==> config.mk <==
export PLATFORM = sky130hd
export DESIGN_NAME = tm8_timer
export DESIGN_NICKNAME = d
export VERILOG_FILES = /design/src/hdl/tm8_pkg.sv /design/src/hdl/tm8_prescale.sv /design/src/hdl/tm8_timer.sv
export SDC_FILE = /design/constraint.sdc
export NUM_CORES = 1
export LEC_CHECK = 0
export ABC_AREA = 1
export BUFFER_PORTS_ARGS = -buffer_cell sky130_fd_sc_hd__buf_2
export CORE_UTILIZATION = 55
export CTS_BUF_LIST = sky130_fd_sc_hd__clkbuf_16
export DETAILED_ROUTE_END_ITERATION = 10
export HOLD_SLACK_MARGIN = 0.1
export PLACE_DENSITY = 0.85
export SYNTH_ARGS = -nofsm -noshare
export SYNTH_HDL_FRONTEND = slang
export SYNTH_SLANG_ARGS = --single-unit
==> constraint.sdc <==
create_clock -name sys_clk -period 4.7 [get_ports sys_clk]
set_input_delay 1.41 -clock sys_clk [delete_from_list [all_inputs] [get_ports sys_clk]]
set_output_delay 1.41 -clock sys_clk [all_outputs]
set_load 0.01 [all_outputs]
==> src/hdl/tm8_pkg.sv <==
// Constants, types and helpers shared by the eight-bit timer control block
package tm8_pkg;

  // Register indices; byte address is four times the index
  localparam logic [13:0] TM8_IDX_CTRL = 14'h0d00;
  localparam logic [13:0] TM8_IDX_AUX  = 14'h0d03;
  localparam logic [13:0] TM8_IDX_HLO  = 14'h0d04;
  localparam logic [13:0] TM8_IDX_HHI  = 14'h0d05;
  localparam logic [13:0] TM8_IDX_IST  = 14'h0d10;
  localparam logic [13:0] TM8_IDX_IMK  = 14'h0d11;

  // Field positions inside written bytes
  localparam int TM8_BIT_TOUT    = 5;
  localparam int TM8_BIT_AUX_RUN = 6;
  localparam int TM8_IRQ_TOUT    = 0;
  localparam int TM8_IRQ_CAP     = 1;

  // Reset values and constants
  localparam logic [7:0]  TM8_CTRL_RST = 8'h00;
  localparam logic [7:0]  TM8_BYTE_RST = 8'h00;
  localparam logic [7:0]  TM8_TC       = 8'h00;
  localparam logic [7:0]  TM8_ONE      = 8'h01;
  localparam logic [1:0]  TM8_IRQ_RST  = 2'h0;
  localparam logic [23:0] TM8_RD_PAD   = 24'h00_0000;
  localparam logic [5:0]  TM8_IST_PAD  = 6'h00;
  localparam logic [2:0]  TM8_PRE_RST  = 3'h0;
  localparam logic [2:0]  TM8_PRE_ONE  = 3'h1;

  // Prescale codes and their tick masks
  localparam logic [1:0] TM8_DIV1 = 2'h0;
  localparam logic [1:0] TM8_DIV2 = 2'h1;
  localparam logic [1:0] TM8_DIV4 = 2'h2;
  localparam logic [1:0] TM8_DIV8 = 2'h3;
  localparam logic [2:0] TM8_MSK1 = 3'h0;
  localparam logic [2:0] TM8_MSK2 = 3'h1;
  localparam logic [2:0] TM8_MSK4 = 3'h3;
  localparam logic [2:0] TM8_MSK8 = 3'h7;

  typedef enum logic [2:0] {
    TM8_SEL_NONE, TM8_SEL_CTRL, TM8_SEL_AUX,
    TM8_SEL_HLO, TM8_SEL_HHI, TM8_SEL_IST, TM8_SEL_IMK
  } tm8_sel_t;

  typedef struct packed {
    logic       run;
    logic       pass;
    logic       tout;
    logic [1:0] presc;
    logic       cap_mask;
    logic       cnt_mask;
    logic       route;
  } tm8_ctrl_t;

  typedef struct packed {
    tm8_ctrl_t  ctrl;
    logic       aux_run;
    logic [7:0] hold_lo;
    logic [7:0] hold_hi;
    logic [7:0] cnt;
    logic       out;
    logic       active;
    logic       halted;
    logic [1:0] irq_st;
    logic [1:0] irq_mk;
    logic       ack;
    logic [7:0] rdat;
    logic       pin;
  } tm8_state_t;

  typedef struct packed {
    logic [2:0] cnt;
  } tm8_pre_state_t;

  function automatic tm8_sel_t tm8_decode(input logic [13:0] idx);
    case (idx)
      TM8_IDX_CTRL: tm8_decode = TM8_SEL_CTRL;
      TM8_IDX_AUX:  tm8_decode = TM8_SEL_AUX;
      TM8_IDX_HLO:  tm8_decode = TM8_SEL_HLO;
      TM8_IDX_HHI:  tm8_decode = TM8_SEL_HHI;
      TM8_IDX_IST:  tm8_decode = TM8_SEL_IST;
      TM8_IDX_IMK:  tm8_decode = TM8_SEL_IMK;
      default:      tm8_decode = TM8_SEL_NONE;
    endcase
  endfunction

  function automatic logic [2:0] tm8_div_mask(input logic [1:0] sel);
    case (sel)
      TM8_DIV1: tm8_div_mask = TM8_MSK1;
      TM8_DIV2: tm8_div_mask = TM8_MSK2;
      TM8_DIV4: tm8_div_mask = TM8_MSK4;
      default:  tm8_div_mask = TM8_MSK8;
    endcase
  endfunction

endpackage

==> src/hdl/tm8_prescale.sv <==
// Prescaler that turns the system clock into a counter tick enable
`timescale 1ns/1ps
`default_nettype none
module tm8_prescale
  import tm8_pkg::*;
(
  // Clock and reset
  input  wire logic       sys_clk,
  input  wire logic       rst,
  // Control
  input  wire logic       run,
  input  wire logic [1:0] sel,
  // Tick enable
  output logic            tick
);

  tm8_pre_state_t s_q;
  tm8_pre_state_t s_d;
  logic [2:0]     mask;

  assign mask = tm8_div_mask(sel);
  // One tick every 1, 2, 4 or 8 cycles, phase restarts when stopped
  assign tick = run & ((s_q.cnt & mask) == mask);

  always_comb
  begin
    s_d = s_q;
    if (run)
    begin
      s_d.cnt = s_q.cnt + TM8_PRE_ONE;
    end
    else
    begin
      s_d.cnt = TM8_PRE_RST;
    end
  end

  always_ff @(posedge sys_clk)
  begin
    if (rst)
    begin
      s_q.cnt <= TM8_PRE_RST;
    end
    else
    begin
      s_q <= s_d;
    end
  end

endmodule
`default_nettype wire

==> src/hdl/tm8_timer.sv <==
// Eight-bit counter/timer control block with a classic Wishbone slave
//
// Register access over Wishbone is this design's own decision.
`timescale 1ns/1ps
`default_nettype none
module tm8_timer
  import tm8_pkg::*;
(
  // Clock and reset
  input  wire logic        sys_clk,
  input  wire logic        rst,
  // Wishbone slave
  input  wire logic        wb_cyc_i,
  input  wire logic        wb_stb_i,
  input  wire logic        wb_we_i,
  input  wire logic [15:0] wb_adr_i,
  input  wire logic [3:0]  wb_sel_i,
  input  wire logic [31:0] wb_dat_i,
  output logic      [31:0] wb_dat_o,
  output logic             wb_ack_o,
  // Chip side, all on sys_clk
  input  wire logic        stop_recovery,
  input  wire logic        capture_strobe,
  input  wire logic        port_data,
  output logic             port3_pin4,
  output logic             irq
);

  tm8_state_t s_q;
  tm8_state_t s_d;
  tm8_sel_t   sel;
  logic       wb_req;
  logic       wr;
  logic       wr_ctrl;
  logic       wr_aux;
  logic       wr_ist;
  logic       run_any;
  logic       tick;
  logic       counting;
  logic       terminal;
  logic [7:0] wbyte;
  logic [7:0] next_hold;
  logic [1:0] irq_set;

  // Bus request decode
  assign sel     = tm8_decode(wb_adr_i[15:2]);
  assign wb_req  = wb_cyc_i & wb_stb_i & ~s_q.ack;
  assign wr      = wb_req & wb_we_i & wb_sel_i[0];
  assign wbyte   = wb_dat_i[7:0];
  assign wr_ctrl = wr & (sel == TM8_SEL_CTRL);
  assign wr_aux  = wr & (sel == TM8_SEL_AUX);
  assign wr_ist  = wr & (sel == TM8_SEL_IST);

  // Either run bit keeps the counter going
  assign run_any  = s_q.ctrl.run | s_q.aux_run;
  assign counting = run_any & s_q.active & ~s_q.halted;
  assign terminal = counting & tick & (s_q.cnt == TM8_TC);

  // Value for the output level that follows a terminal count
  assign next_hold = s_q.out ? s_q.hold_lo : s_q.hold_hi;

  // Events gated by the control masks
  assign irq_set[TM8_IRQ_TOUT] = terminal & s_q.ctrl.cnt_mask;
  assign irq_set[TM8_IRQ_CAP]  = capture_strobe & s_q.ctrl.cap_mask;

  tm8_prescale u_prescale (
    .sys_clk (sys_clk),
    .rst     (rst),
    .run     (counting),
    .sel     (s_q.ctrl.presc),
    .tick    (tick)
  );

  always_comb
  begin
    s_d     = s_q;
    s_d.ack = wb_req;

    // Register writes
    if (wr_ctrl)
    begin
      // Time-out bit is handled below, its write means clear
      s_d.ctrl      = tm8_ctrl_t'(wbyte);
      s_d.ctrl.tout = s_q.ctrl.tout;
    end
    if (wr_aux)
    begin
      s_d.aux_run = wbyte[TM8_BIT_AUX_RUN];
    end
    if (wr & (sel == TM8_SEL_HLO))
    begin
      s_d.hold_lo = wbyte;
    end
    if (wr & (sel == TM8_SEL_HHI))
    begin
      s_d.hold_hi = wbyte;
    end
    if (wr & (sel == TM8_SEL_IMK))
    begin
      s_d.irq_mk = wbyte[1:0];
    end

    // Sticky time-out: writing one clears, a new terminal count wins
    if (wr_ctrl & wbyte[TM8_BIT_TOUT])
    begin
      s_d.ctrl.tout = 1'b0;
    end
    if (terminal)
    begin
      s_d.ctrl.tout = 1'b1;
    end

    // Interrupt status, write one to clear, set wins
    s_d.irq_st = (s_q.irq_st & ~(wr_ist ? wbyte[1:0] : TM8_IRQ_RST)) | irq_set;

    // Counter sequencing
    if (!run_any)
    begin
      s_d.active = 1'b0;
      s_d.halted = 1'b0;
    end
    else if (!s_q.active)
    begin
      s_d.active = 1'b1;
      s_d.cnt    = s_q.out ? s_q.hold_hi : s_q.hold_lo;
    end
    else if (terminal)
    begin
      s_d.out = ~s_q.out;
      if (s_q.ctrl.pass)
      begin
        s_d.halted = 1'b1;
      end
      else
      begin
        s_d.cnt = next_hold;
      end
    end
    else if (counting & tick)
    begin
      s_d.cnt = s_q.cnt - TM8_ONE;
    end

    // Stop-mode recovery clears all but prescale, masks, holds and count
    if (stop_recovery)
    begin
      s_d.ctrl.run   = 1'b0;
      s_d.ctrl.pass  = 1'b0;
      s_d.ctrl.tout  = 1'b0;
      s_d.ctrl.route = 1'b0;
      s_d.aux_run    = 1'b0;
      s_d.active     = 1'b0;
      s_d.halted     = 1'b0;
      s_d.out        = 1'b0;
      s_d.irq_st     = TM8_IRQ_RST;
    end

    // Read data, unmapped reads return zero
    case (sel)
      TM8_SEL_CTRL: s_d.rdat = s_q.ctrl;
      TM8_SEL_AUX:  s_d.rdat = {1'b0, s_q.aux_run, TM8_IST_PAD};
      TM8_SEL_HLO:  s_d.rdat = s_q.hold_lo;
      TM8_SEL_HHI:  s_d.rdat = s_q.hold_hi;
      TM8_SEL_IST:  s_d.rdat = {TM8_IST_PAD, s_q.irq_st};
      TM8_SEL_IMK:  s_d.rdat = {TM8_IST_PAD, s_q.irq_mk};
      default:      s_d.rdat = TM8_BYTE_RST;
    endcase
    if (!wb_req)
    begin
      s_d.rdat = s_q.rdat;
    end

    // Pin mux
    s_d.pin = s_q.ctrl.route ? s_q.out : port_data;
  end

  always_ff @(posedge sys_clk)
  begin
    if (rst)
    begin
      s_q.ctrl    <= TM8_CTRL_RST;
      s_q.aux_run <= 1'b0;
      s_q.hold_lo <= TM8_BYTE_RST;
      s_q.hold_hi <= TM8_BYTE_RST;
      s_q.cnt     <= TM8_BYTE_RST;
      s_q.out     <= 1'b0;
      s_q.active  <= 1'b0;
      s_q.halted  <= 1'b0;
      s_q.irq_st  <= TM8_IRQ_RST;
      s_q.irq_mk  <= TM8_IRQ_RST;
      s_q.ack     <= 1'b0;
      s_q.rdat    <= TM8_BYTE_RST;
      s_q.pin     <= 1'b0;
    end
    else
    begin
      s_q <= s_d;
    end
  end

  assign wb_ack_o   = s_q.ack;
  assign wb_dat_o   = {TM8_RD_PAD, s_q.rdat};
  assign port3_pin4 = s_q.pin;
  assign irq        = |(s_q.irq_st & s_q.irq_mk);
endmodule
`default_nettype wire

==> results.py <==
metrics = {
    "clock_network": {
        "cts_tree": "yes",
        "numCtsBuffers": 5,
        "clk_pin_slew_ps": 70,
        "ctsHoldBuffers": 0,
        "cts_setup_buffers": 0,
        "cts_sinks": 53,
        "cts_buffer_depth": 2,
        "insertion_delay_ps": 290,
        "cts-root-buf": "clkbuf_16",
        "htreeDepth": 2,
        "postCtsResizedCells": 0,
    },
    "final_layout": {
        "nets": 555,
        "drive_above_1_share_pct": 14.00,
        "multi_input_area_mm2": 0.001598,
        "num_antenna_cells": 0,
        "fill_cells": 503,
        "regArea_mm2": 0.001061,
        "syn2layout_area_growth_pct": 7.044,
        "final_core_util_pct": 62.45,
    },
    "sta": {
        "fin_tns_setup_ps": 0,
        "setup_violations": 0,
        "hold_viol": 0,
        "setup_ws_ps": 2068,
        "finClkSkew_ps": 7.441,
        "fmax_mhz": 380.0,
        "whs_ps": 464.1,
        "finalCriticalPeriod_ps": 2632,
        "max_slew.worst_pin.slew_ps": 803.5,
        "rsz0062_at_grt": "no",
        "period_share_pct": 56.00,
        "maxSlewHeadroom_pct": 46.36,
        "slew_violations": 0,
    },
    "global_route": {
        "overflow": 0,
        "grt_pass1_vias": 2635,
        "antenna_found_initial": 0,
        "grt_pass1_wl_um": 11630,
        "grt.total_usage_pct": 24.74,
        "grt_max_degree": 31,
    },
    "placement": {
        "port_buffers": 41,
        "dp.final_hpwl_um": 5182,
        "place_ws_ps": 1811,
        "gp_congestion": 0.8908,
    },
    "synth": {
        "synth_common_cells": "139 x nand2_1, 56 x a21oi_1, 53 x dfxtp_1",
        "ys_seq_elements": 53,
        "synth-main-ff-cell": "dfxtp_1",
        "synth-edff-count": 0,
        "syn_area_mm2": 0.003055,
        "yosys_warnings": 0,
        "avgSynthCellArea_um2": 6.571,
        "yosysSeqAreaShare_pct": 34.73,
        "synthArstFlopShare_pct": 0,
        "synth_top_area_share_pct": 34.73,
        "yosysTopAreaCell": "dfxtp_1",
        "synth_most_common_cell": "nand2_1",
        "yosysUniqueCellTypes": 28,
        "synthCells": 465,
        "yosys-top-cells-area": "dfxtp_1 35%, nand2_1 17%, a21oi_1 9.2%, buf_4 8.1%, inv_1 5.3%",
    },
    "detailed_routing": {
        "avgRoutedWirePerCell_um": 12.22,
        "drc": 0,
        "drt_iter0_drc": 234,
        "viasPerCell": 5.259,
        "ant_nets": 0,
        "routed-via-count": 2961,
        "firstDrtPassIters": 5,
        "wirelength_um": 6882,
    },
    "critical_path": {
        "path_cells": "buf_2 > nor2_1 > nand2_1 > nor2_4 > nand2_1 > nor2_4 > inv_1 > nand2_1 > a21oi_1",
        "crit_slowest_cell": "nor2_4",
        "cp-start-kind": "input port",
        "cpPeakStageDelay_ps": 340,
        "crit_start": "wb_adr_i[15]",
        "cpMostUsedCell": "nand2_1",
        "crit_fanout": 17,
        "timing_worst_setup_path_type": "in -> reg",
        "worstPathArrival_ps": 2800,
        "crit_required_ps": 4870,
        "end_kind": "register",
        "r2r_start": "s_q[15]",
        "reg2reg_setup_slack_ps": 2760,
    },
    "power": {
        "power_leakage_nw": 1.423,
        "powerDensity_mw_per_mm2": 259.7,
        "irDropWorstVdd_v": 0.0002526,
    },
    "floorplanning": {
        "die_height_um": 76.54,
        "dieWidth_um": 76.54,
        "dieArea_mm2": 0.005858,
        "coreArea_mm2": 0.005238,
        "num_rows": 26,
        "ios": 95,
        "floorplan.initialDensity_pct": 58.34,
    },
    "run": {
        "cap_violations": 0,
    },
    "worst_hold_path": {
        "hold_start": "wb_dat_o[0]",
        "hp-class": "reg -> reg",
    },
    "run_status": {
        "status": "finished, final reports clean",
    },
}
-- state kept, by name, summed over array words and instances (netlist names) --
signal / flops
u_prescale.s_q: 3
wb_ack_o: 1
port3_pin4: 1
wb_dat_o: 8
s_q: 40
-- power by group --
part | internal (mW) | total (mW) | switching (mW)
Combinational | 0.0134 | 0.0466 | 0.0331
Sequential | 0.450 | 0.450 | 0.000439
Clock | 0.195 | 0.353 | 0.157
-- critical path, delay by kind of cell --
family | cells | cell delay, ps
simple gates | 6 | 1050
buf+inv | 2 | 270
compound gates | 1 | 60
-- cell type report --
cell class              count  share of cell area [%]
repair buffers             41                   6.274
well taps                  70                   2.678
flip-flops and latches     53                   32.44
clock buffers               5                   3.826
multi-input cells         344                   48.85
clock inverters             2                  0.4208
inverters                  48                   5.509
-- cells by family (layout without fill, tap and decap cells) --
logic type / Yosys count / in the layout / share of synthesized area, %
AND/OR/NAND/NOR: 220 / 220 / 30.96
AO/OA/AOI/OAI: 93 / 93 / 16.13
buffers and inverters: 91 / 96 / 15.81
flip-flops: 53 / 53 / 34.73
XOR/XNOR: 5 / 5 / 1.433
adder cells (fa/ha/maj): 2 / 2 / 0.8189
other: 1 / 24 / 0.1227
-- cell usage in the layout, fill, tap and decap left out --
cell and instances:
o211ai_1 7, clkinv_2 1, nor2_2 4, nand4_1 3, clkinv_1 1, conb_1 24
buf_2 41, inv_1 43, a22o_1 1, nor2_4 6, inv_2 4, a21boi_0 1
a21oi_1 56, nand4_2 1, ha_1 2, nand2_1 139, o21ai_1 3, nor2_1 39
nand2_2 3, xor2_1 4, clkbuf_16 5, a21oi_2 1, inv_6 1, dfxtp_1 53
o21ai_0 24, nand3_1 23, nand3_2 2, xnor2_1 1
-- per-layer routing --
metal  vias to the layer above  wire [um]  track usage (%)
met5                         -          0                0
met3                        14        628            4.072
met4                         0        124            8.077
met1                      1324       2894            32.17
li1                       1484          -                -
met2                       139       3235            41.53
-- through the flow --
step                      power [mW]  instances  instance area [um2]
after CTS                     0.8513        563                 3271
final                         0.8494        563                 3271
after floorplan               0.5007        488                 3142
after global placement        0.5053        556                 3132
after global routing          0.8805        563                 3271
after detailed placement      0.5063        556                 3132
-- final timing paths --
path | cells after the start | end
max | 9 | s_q[48]
min | 2 | wb_dat_o[0]
max reg2reg | 8 | s_q[24]
min reg2reg | 2 | wb_dat_o[0]
(Power assumes the default switching activity.)
